<file path="src/rtl/gpic_map.vh">
// gpic_map.vh: address map, field positions, reset values and timing counts
// for the gpio input configuration block; included by every gpic design file.
`ifndef GPIC_MAP_VH
`define GPIC_MAP_VH

// register word indices (byte address on the bus is four times the index)
`define GPIC_IN_CFG_BASE 16'ha110
`define GPIC_FSEL_BASE 16'ha120
`define GPIC_IN_CFG_HI 12'ha11
`define GPIC_FSEL_HI 12'ha12

// pin_input_config field positions (write view)
`define GPIC_B_LINE1_EN 7
`define GPIC_B_LINE0_EN 6
`define GPIC_B_RISE_EN 5
`define GPIC_B_FALL_EN 4
`define GPIC_B_INBUF_EN 3
`define GPIC_B_MISM_EN 2
`define GPIC_B_SEL_HI 1
`define GPIC_B_SEL_LO 0

// reset values
`define GPIC_IN_CFG_RST 8'h00
`define GPIC_FSEL_RST 8'h00

// filter time select codes
`define GPIC_SEL_OFF 2'h0
`define GPIC_SEL_4 2'h1
`define GPIC_SEL_16 2'h2
`define GPIC_SEL_64 2'h3

// filter lengths in slow clock periods
`define GPIC_FILT_N4 7'h04
`define GPIC_FILT_N16 7'h10
`define GPIC_FILT_N64 7'h40

// timing: system clock period, slow clock period, divider count
`define GPIC_CLK_PERIOD_NS 100
`define GPIC_SLOW_PERIOD_NS 31250
`define GPIC_SLOW_DIV (`GPIC_SLOW_PERIOD_NS / `GPIC_CLK_PERIOD_NS)

// output mismatch check delay in system clock cycles
`define GPIC_MISM_DELAY 3

`endif

</file>
<file path="src/rtl/gpic_top.v">
// gpic_top.v: sixteen-pin gpio input configuration, edge flags, output
// mismatch check and filtered levels, behind an avalon-mm slave.
// assumes pins and output values are synchronous to clk (10 MHz).
//
// Operation
// - rising filtered edge with line 1 or 0 enabled sets rise flag.
// - writing rise enable as 0 clears the rise flag.
// - falling filtered edge with line 1 or 0 enabled sets fall flag.
// - writing fall enable as 0 clears the fall flag.
// - input buffer enable 1 passes the pin level inward.
// - input buffer enable 0 forces buffer output to 0.
// - on each output change, compare it with input three cycles later.
// - mismatch sets flag; interrupt line only when line 1 or 0 enabled.
// - writing mismatch enable 0 stops checking and clears the flag.
// - filtered level feeds edge interrupts and all function inputs.
// - read-only bit shows live filtered level.
// - read-only bit shows live raw buffer level.
// - two-bit select: off, or 4, 16, 64 slow clock periods.
// - input config registers are read/write and reset to zero.
`include "gpic_map.vh"

module gpic_top (
  // clock and reset
  input wire clk,
  input wire rst_n,
  // avalon-mm slave, address is the word index
  input wire [15:0] avs_address,
  input wire avs_read,
  input wire avs_write,
  input wire [31:0] avs_writedata,
  input wire [3:0] avs_byteenable,
  output reg [31:0] avs_readdata,
  output reg avs_waitrequest,
  // pins and the output value driven onto them
  input wire [15:0] pin_in,
  input wire [15:0] pin_out_value,
  // filtered levels for the function inputs
  output wire [15:0] filtered_level,
  // shared pin interrupt lines
  output reg pin_irq_line1,
  output reg pin_irq_line0,
  // function select values per pin
  output wire [127:0] pin_function_select
);

  localparam ST_IDLE = 2'b01;
  localparam ST_ACK = 2'b10;
  localparam [31:0] SLOW_DIV_FULL = `GPIC_SLOW_DIV - 1;
  localparam [8:0] SLOW_DIV_M1 = SLOW_DIV_FULL[8:0];

  integer i, j, k;
  genvar g;

  reg [1:0] state_reg;
  reg [8:0] div_reg;
  reg slow_tick_reg;
  reg [7:0] in_cfg_reg [0:15];
  reg [7:0] fsel_reg [0:15];
  reg [15:0] rise_flag_reg;
  reg [15:0] fall_flag_reg;
  reg [15:0] mism_flag_reg;
  reg [15:0] filt_prev_reg;
  reg [15:0] out_d1_reg;
  reg [15:0] out_d2_reg;
  reg [15:0] out_d3_reg;
  reg [15:0] out_prev_reg;
  reg [15:0] chg_d1_reg;
  reg [15:0] chg_d2_reg;
  reg [15:0] chg_d3_reg;
  wire [15:0] raw_level;
  wire [15:0] rise_en;
  wire [15:0] fall_en;
  wire [15:0] mism_en;
  wire [15:0] line_any;
  wire [15:0] line1_en;
  wire [15:0] line0_en;
  wire acc_take;
  wire wr_take;
  wire [15:0] wr_cfg_sel;
  wire [15:0] wr_fsel_sel;
  wire [7:0] wr_byte;
  reg [31:0] read_next;
  reg irq1_next;
  reg irq0_next;

  // address decode: returns true when the index lies in a 16-register range
  function in_range;
    input [15:0] addr;
    input [11:0] hi;
    begin
      in_range = (addr[15:4] == hi);
    end
  endfunction

  // per-pin field views of the config registers
  generate
    for (g = 0; g < 16; g = g + 1)
    begin : g_pin
      assign raw_level[g] = pin_in[g] & in_cfg_reg[g][`GPIC_B_INBUF_EN];
      assign rise_en[g] = in_cfg_reg[g][`GPIC_B_RISE_EN];
      assign fall_en[g] = in_cfg_reg[g][`GPIC_B_FALL_EN];
      assign mism_en[g] = in_cfg_reg[g][`GPIC_B_MISM_EN];
      assign line1_en[g] = in_cfg_reg[g][`GPIC_B_LINE1_EN];
      assign line0_en[g] = in_cfg_reg[g][`GPIC_B_LINE0_EN];
      assign line_any[g] = line1_en[g] | line0_en[g];
      assign wr_cfg_sel[g] = wr_take && in_range(avs_address, `GPIC_IN_CFG_HI) &&
                             (avs_address[3:0] == g);
      assign wr_fsel_sel[g] = wr_take && in_range(avs_address, `GPIC_FSEL_HI) &&
                              (avs_address[3:0] == g);
      assign pin_function_select[8 * g + 7:8 * g] = fsel_reg[g];

      // the filter state is per pin so each can use its own time setting
      gpic_debounce u_deb (
        .clk(clk),
        .rst_n(rst_n),
        .slow_tick(slow_tick_reg),
        .sel(in_cfg_reg[g][`GPIC_B_SEL_HI:`GPIC_B_SEL_LO]),
        .raw(raw_level[g]),
        .level(filtered_level[g])
      );
    end
  endgenerate

  // a request is answered in the ack cycle; writes land at that same edge
  assign acc_take = (avs_read | avs_write) & ~avs_waitrequest;
  assign wr_take = avs_write & ~avs_waitrequest & avs_byteenable[0];
  assign wr_byte = avs_writedata[7:0];

  // slow clock tick divider; one clock domain, so the slow rate is an enable
  always @(posedge clk or negedge rst_n)
  begin
    if (!rst_n)
    begin
      div_reg <= 9'h000;
      slow_tick_reg <= 1'b0;
    end
    else if (div_reg == SLOW_DIV_M1)
    begin
      div_reg <= 9'h000;
      slow_tick_reg <= 1'b1;
    end
    else
    begin
      div_reg <= div_reg + 9'h001;
      slow_tick_reg <= 1'b0;
    end
  end

  // read mux: status bits replace the rise, fall and mismatch enables and the select bits in the read view
  always @*
  begin
    read_next = 32'h0000_0000;
    if (in_range(avs_address, `GPIC_IN_CFG_HI))
    begin
      read_next[7:0] = {in_cfg_reg[avs_address[3:0]][7:6],
                        rise_flag_reg[avs_address[3:0]],
                        fall_flag_reg[avs_address[3:0]],
                        in_cfg_reg[avs_address[3:0]][`GPIC_B_INBUF_EN],
                        mism_flag_reg[avs_address[3:0]],
                        filtered_level[avs_address[3:0]],
                        raw_level[avs_address[3:0]]};
    end
    else if (in_range(avs_address, `GPIC_FSEL_HI))
    begin
      read_next[7:0] = fsel_reg[avs_address[3:0]];
    end
  end

  // bus handshake: one wait cycle, then one cycle with waitrequest low
  always @(posedge clk or negedge rst_n)
  begin
    if (!rst_n)
    begin
      state_reg <= ST_IDLE;
      avs_waitrequest <= 1'b1;
      avs_readdata <= 32'h0000_0000;
    end
    else
    begin
      case (state_reg)
        ST_IDLE:
        begin
          if (avs_read | avs_write)
          begin
            state_reg <= ST_ACK;
            avs_waitrequest <= 1'b0;
            avs_readdata <= avs_read ? read_next : 32'h0000_0000;
          end
        end
        ST_ACK:
        begin
          state_reg <= ST_IDLE; // master releases after this edge
          avs_waitrequest <= 1'b1;
        end
        default:
        begin
          state_reg <= ST_IDLE;
          avs_waitrequest <= 1'b1;
        end
      endcase
    end
  end

  // config and function select storage
  always @(posedge clk or negedge rst_n)
  begin
    if (!rst_n)
    begin
      for (i = 0; i < 16; i = i + 1)
      begin
        in_cfg_reg[i] <= `GPIC_IN_CFG_RST;
        fsel_reg[i] <= `GPIC_FSEL_RST;
      end
    end
    else
    begin
      for (i = 0; i < 16; i = i + 1)
      begin
        if (wr_cfg_sel[i])
        begin
          in_cfg_reg[i] <= wr_byte;
        end
        if (wr_fsel_sel[i])
        begin
          fsel_reg[i] <= wr_byte;
        end
      end
    end
  end

  // edge and mismatch pipelines; the check uses the buffer output because
  // the filtered level would lag any real drive change by the filter time
  always @(posedge clk or negedge rst_n)
  begin
    if (!rst_n)
    begin
      filt_prev_reg <= 16'h0000;
      out_prev_reg <= 16'h0000;
      out_d1_reg <= 16'h0000;
      out_d2_reg <= 16'h0000;
      out_d3_reg <= 16'h0000;
      chg_d1_reg <= 16'h0000;
      chg_d2_reg <= 16'h0000;
      chg_d3_reg <= 16'h0000;
    end
    else
    begin
      filt_prev_reg <= filtered_level;
      out_prev_reg <= pin_out_value;
      out_d1_reg <= pin_out_value;
      out_d2_reg <= out_d1_reg;
      out_d3_reg <= out_d2_reg;
      chg_d1_reg <= pin_out_value ^ out_prev_reg;
      chg_d2_reg <= chg_d1_reg;
      chg_d3_reg <= chg_d2_reg;
    end
  end

  // sticky flags: a hardware set in the clearing cycle wins over the clear
  always @(posedge clk or negedge rst_n)
  begin
    if (!rst_n)
    begin
      rise_flag_reg <= 16'h0000;
      fall_flag_reg <= 16'h0000;
      mism_flag_reg <= 16'h0000;
    end
    else
    begin
      for (j = 0; j < 16; j = j + 1)
      begin
        if (rise_en[j] && line_any[j] && filtered_level[j] && !filt_prev_reg[j])
        begin
          rise_flag_reg[j] <= 1'b1;
        end
        else if (wr_cfg_sel[j] && !wr_byte[`GPIC_B_RISE_EN])
        begin
          rise_flag_reg[j] <= 1'b0;
        end
        if (fall_en[j] && line_any[j] && !filtered_level[j] && filt_prev_reg[j])
        begin
          fall_flag_reg[j] <= 1'b1;
        end
        else if (wr_cfg_sel[j] && !wr_byte[`GPIC_B_FALL_EN])
        begin
          fall_flag_reg[j] <= 1'b0;
        end
        if (mism_en[j] && chg_d3_reg[j] && (out_d3_reg[j] != raw_level[j]))
        begin
          mism_flag_reg[j] <= 1'b1;
        end
        else if (wr_cfg_sel[j] && !wr_byte[`GPIC_B_MISM_EN])
        begin
          mism_flag_reg[j] <= 1'b0;
        end
      end
    end
  end

  // interrupt lines: any pending flag on a pin routed to that line
  always @*
  begin
    irq1_next = 1'b0;
    irq0_next = 1'b0;
    for (k = 0; k < 16; k = k + 1)
    begin
      if (rise_flag_reg[k] | fall_flag_reg[k] | mism_flag_reg[k])
      begin
        irq1_next = irq1_next | line1_en[k];
        irq0_next = irq0_next | line0_en[k];
      end
    end
  end

  // registered interrupt outputs
  always @(posedge clk or negedge rst_n)
  begin
    if (!rst_n)
    begin
      pin_irq_line1 <= 1'b0;
      pin_irq_line0 <= 1'b0;
    end
    else
    begin
      pin_irq_line1 <= irq1_next;
      pin_irq_line0 <= irq0_next;
    end
  end

endmodule // gpic_top

</file>
<file path="src/rtl/gpic_debounce.v">
// gpic_debounce.v: one-pin level filter driven by a slow tick enable.
// assumes slow_tick is a one-cycle pulse at the slow oscillator rate.
`include "gpic_map.vh"

module gpic_debounce (
  // clock and reset
  input wire clk,
  input wire rst_n,
  // control
  input wire slow_tick,
  input wire [1:0] sel,
  // data
  input wire raw,
  output reg level
);

  reg [6:0] cnt_reg;
  wire [6:0] limit;

  // stable-period count for the selected code
  assign limit = (sel == `GPIC_SEL_4) ? `GPIC_FILT_N4 :
                 (sel == `GPIC_SEL_16) ? `GPIC_FILT_N16 : `GPIC_FILT_N64;

  // level follows raw at once when sel is off, otherwise only after raw differs from it for limit ticks in a row
  always @(posedge clk or negedge rst_n)
  begin
    if (!rst_n)
    begin
      cnt_reg <= 7'h00;
      level <= 1'b0;
    end
    else if (sel == `GPIC_SEL_OFF)
    begin
      cnt_reg <= 7'h00;
      level <= raw;
    end
    else if (raw == level)
    begin
      cnt_reg <= 7'h00; // any bounce restarts the count
    end
    else if (slow_tick)
    begin
      if (cnt_reg + 7'h01 >= limit)
      begin
        cnt_reg <= 7'h00;
        level <= raw;
      end
      else
      begin
        cnt_reg <= cnt_reg + 7'h01;
      end
    end
  end

endmodule // gpic_debounce

</file>
<file path="config.mk">
export PLATFORM = sky130hd
export DESIGN_NAME = gpic_top
export DESIGN_NICKNAME = d
export VERILOG_FILES = /design/src/rtl/gpic_top.v /design/src/rtl/gpic_debounce.v
export VERILOG_INCLUDE_DIRS = /design/src /design/src/rtl
export SDC_FILE = /design/constraint.sdc
export NUM_CORES = 1
export LEC_CHECK = 0
export BUFFER_PORTS_ARGS = -buffer_cell sky130_fd_sc_hd__buf_2
export CAP_MARGIN = 20
export CORE_ASPECT_RATIO = 2
export CORE_MARGIN = 2
export CORE_UTILIZATION = 50
export CTS_CLUSTER_DIAMETER = 120
export CTS_CLUSTER_SIZE = 20
export DETAILED_ROUTE_END_ITERATION = 6
export GPL_ROUTABILITY_DRIVEN = 0
export PLACE_DENSITY = 0.69
export SYNTH_ARGS = -nofsm -noshare
export SYNTH_HDL_FRONTEND = slang
export SYNTH_SLANG_ARGS = --single-unit
</file>
<file path="constraint.sdc">
create_clock -name clk -period 4.9 [get_ports clk]
set_clock_uncertainty 0.1 [all_clocks]
set_input_delay 0.245 -clock clk [delete_from_list [all_inputs] [get_ports clk]]
set_output_delay 0.245 -clock clk [all_outputs]
set_load 0.01 [all_outputs]
</file>
==> reports/results.txt <==
The flow ran to the end, and the final reports show no timing, DRC or antenna violations. The tools report the maximum root-to-sink buffer count as 3. The count of instances resized after the clock tree is built is 0, and the final routed wire length divided by cell count is 23.3 um. The run gives 50.6% as the starting density of the core.

For the aggregate global-route resource usage, the log shows 27.0%. Largest fanout of any net on the critical path: 8. Derived from the worst setup path, the maximum achievable clock frequency is 0.330 GHz. Entering global routing, the biggest net connects 123 pins. Dominant cell type by area after synthesis: dfrtp_1. For this run, the leading register cell type out of synthesis is dfrtp_1. After routing, the total negative slack on setup checks comes to 0 ns. The startpoint identified for the worst hold timing path is avs_write. Once detail routing completed, the nets flagged for antenna violations numbered 0. The worst setup path is captured at a register. The number of buffers inserted during clock tree synthesis came out at 34.

dfrtp_1 is the most common cell in the netlist. After synthesis the netlist holds a flip-flop and latch count of 566. Slowest cell on the critical path: o32ai_1.

The tools report the worst supply voltage drop on vdd as 0.000306 V. Number of nets in the finished design: 2717. End point of the worst hold path: state_reg[1]. By count the netlist is led by dfrtp_1 (565), mux2_2 (254), nand2_1 (182).

After synthesis, the largest area contributor takes up 50.4% of total cell area. In this run the critical register-to-register path is launched from g_pin[2].u_deb.cnt_reg[0]. Of the cells placed in the final design, the portion with a size suffix greater than 1 is 25.4%.

Input and output buffers added on the ports amount to 215. Walking the worst path, the cells encountered are ha_1 > nand3_1 > nor2_1 > xor2_1 > ha_1 > nand3b_1 > o32ai_1 > nand3_1 > o211ai_1. STA classifies the critical path startpoint as a register. The area growth from synthesis to layout is 10.7%. In this run the horizontal extent of the chip is 171 um. For this design, the sink count on the clock tree is 566. The clock insertion delay at the later pin of the skew report came out at 0.57 ns. TritonCTS built the clock tree. The final period demand of the worst path was 3.03 ns. The final core area utilization was 56.0%; the area inside the core boundary was 55400 um2.

The number of instances on the worst hold path was 4. The H-tree was split into 2 levels. Across the whole layout, storage elements account for 14200 um2. The critical path is of the register to register type. Of all flip-flops after synthesis, the portion carrying an async set or reset was 100%. For the count of endpoints failing hold in the final timing report, the log shows 0. The critical path required time was 5.29 ns. Transition time at the pin with the least slew margin: 1.02 ns.

The run gives 121 mm as the first-pass GRT wire length. The power density over the cells was 259 nW/um2; the footprint of the multi-input gates was 13100 um2. The pre-antenna-repair detailed-routing pass consisted of 5 iterations.

The number of flops mapped to enable cells by yosys was 0. Summed over all cells, the static leakage comes to 14.5 nW. In this run the register-to-register setup slack is 1.87 ns. The min-delay analysis places its worst path in the category input port to register. For this design the top-level I/O count stands at 267. The count of routing violations after the opening detailed-route iteration was 1187; the number of setup violations in the final report was 0. The repair_antennas step left the layout with diodes totalling 0. The sequential fraction of the synthesis area is 50.5%, and the die boundary height is 339 um. The tools report the clock root buffer as clkbuf_16. The run gives 28000 um2 as the post-synthesis cell area. Fill cells in the final layout number 4579. The family with the most delay on the worst path is compound AO/OA/AOI/OAI gates. The tools report the number of global-route vias before repair as 21100.

After detailed routing, the total wire length is 76.1 mm. Worst path buffer plus inverter count: 0. After technology mapping, the gate count stands at 2292. The Yosys warning count came out at 0. The register with the most flip-flops in the layout has 128 of them. The final global-route overflow total is 0. Setup repair after global routing left no endpoint under its margin.

Data on the critical path arrives at its endpoint at 3.42 ns. In this run the cell area measured after placement is 29800 um2. Tracing the worst setup path back leads to its startpoint at g_pin[2].u_deb.cnt_reg[0]. The tool flagged a number of max-cap violations equal to 0.

The worst max-slew margin expressed relative to the limit was 31.8%. The wire-length estimate of the detail-placed layout is 55.9 mm. Detailed routing inserted a total of 19900 vias. Part of the cycle the worst path needs: 61.8%. The die covers 58100 um2. Largest stage delay on the critical path: 0.78 ns. The initialized floorplan defines 122 standard-cell rows. The synthesized netlist contains 75 unique library cells. The clock-pin slew of the registers on the worst-case setup and hold paths came out at 0.09 ns. After synthesis, the cell types taking the most area are dfrtp_1 (50%), mux2_2 (10%), mux4_2 (5.1%), ha_1 (5.0%), o21ai_0 (2.4%).

The tools report the number of antenna violations at the first check in global routing as 0. The logs give 0 for the final routed DRC violation total and 31000 um2 for the final instance area. For the worst flop-to-flop path, the logic depth is 9. Dividing the detail-routed via count by the number of cells gives 6.08. Post-synthesis average cell area: 12.2 um2. The count of pins over their slew limit came out at 0. The endpoint of the worst-slack reg-to-reg timing path is g_pin[2].u_deb.cnt_reg[5].
cells by family after synthesis:
group	synth area share (%)
AOI/OAI and AO/OA	10.1
xor gates and xnor gates	3.22
adders and majority gates	5.04
buffers and inverters	3.23
DFF	50.5
muxes	16.6
other	0.0134
and+or+nand+nor	11.4
power breakdown:
group | switching [mW] | total [mW] | internal (mW)
clock | 1.58 | 2.90 | 1.31
combinational | 0.273 | 0.371 | 0.0979
sequential | 0.0340 | 4.77 | 4.74
stage by stage:
| stage | hold slack, ns | setup slack (ns) | instances | total power, mW |
|---|---|---|---|---|
| 2_1_floorplan | -0.151 | 2.46 | 2315 | 5.01 |
| 3_3_place_gp | 0.233 | 1.69 | 3191 | 5.21 |
| 3_5_place_dp | 0.235 | 1.63 | 3191 | 5.22 |
| 4_1_cts | 0.0557 | 1.88 | 3268 | 8.10 |
| 5_1_grt | 0.109 | 1.51 | 3268 | 8.29 |
| 6_report | 0.0680 | 1.87 | 3268 | 8.04 |
repair_timing:
item | 4_1_cts | 5_1_grt
buffers inserted | 0 | 0
hold endpoints to repair | 164 | 0
hold buffers | 33 | 0
endpoints found under the setup margin | 0 | 0
worst max path at each step:
stage          slack (ns)  depth (start not counted)                   endpoint
2_1_floorplan        2.46                          6    pin_function_select[48]
4_1_cts              1.88                          9  g_pin[4].u_deb.cnt_reg[0]
3_5_place_dp         1.63                          6                 fall_en[8]
5_1_grt              1.51                          9  g_pin[2].u_deb.cnt_reg[5]
6_report             1.87                          9  g_pin[2].u_deb.cnt_reg[5]
3_3_place_gp         1.69                          7             in_cfg_reg[65]
tightest hold or removal path: cells and delay by family:
| kind | cells | cell delay, ns |
|---|---|---|
| AND/OR/NAND/NOR | 2 | 0.18 |
| buffers and inverters | 2 | 0.26 |
placed cells by master (no fill, tap or decap), types with 14 or more instances in the layout:
cell type / synthesis / routed
o211ai_1: 45 / 45
o21ai_0: 137 / 137
nor2b_1: 21 / 20
buf_4: 40 / 21
nand2_1: 182 / 182
and2_1: 33 / 33
nand3_1: 98 / 98
a22o_1: 37 / 37
a211oi_1: 15 / 15
a41oi_1: 14 / 14
xnor2_1: 52 / 52
nor3_1: 50 / 50
or3_1: 18 / 18
buf_2: 8 / 212
conb_1: 1 / 24
mux2i_1: 22 / 22
mux4_2: 63 / 63
nand4_1: 32 / 32
clkbuf_16: 0 / 35
o31ai_1: 25 / 25
mux2_2: 254 / 254
o21a_1: 17 / 17
dfrtp_1: 565 / 565
o2111ai_1: 16 / 16
ha_1: 113 / 113
a32o_1: 31 / 31
inv_1: 81 / 81
nor2_1: 58 / 58
dlygate4sd3_1: 0 / 33
nand3b_1: 18 / 18
xor2_1: 51 / 51
metal layers:
layer / track usage [%] / wire (um) / vias up
li1: - / - / 8822
met3: 4.26 / 3890 / 212
met2: 47.8 / 39900 / 639
met1: 29.3 / 26600 / 10200
met4: 17.6 / 5730 / 0
met5: 0 / 0 / -
cell type report:
type                            count  share of cell area [%]
Clock inverter                      2                  0.0806
Inverter                           83                    1.00
Sequential cell                   566                    45.6
Tap cell                          744                    3.00
Multi-Input combinational cell   1560                    42.1
Timing Repair Buffer              271                    5.30
Clock buffer                       42                    2.91
Power figures use the tool's default switching activity.
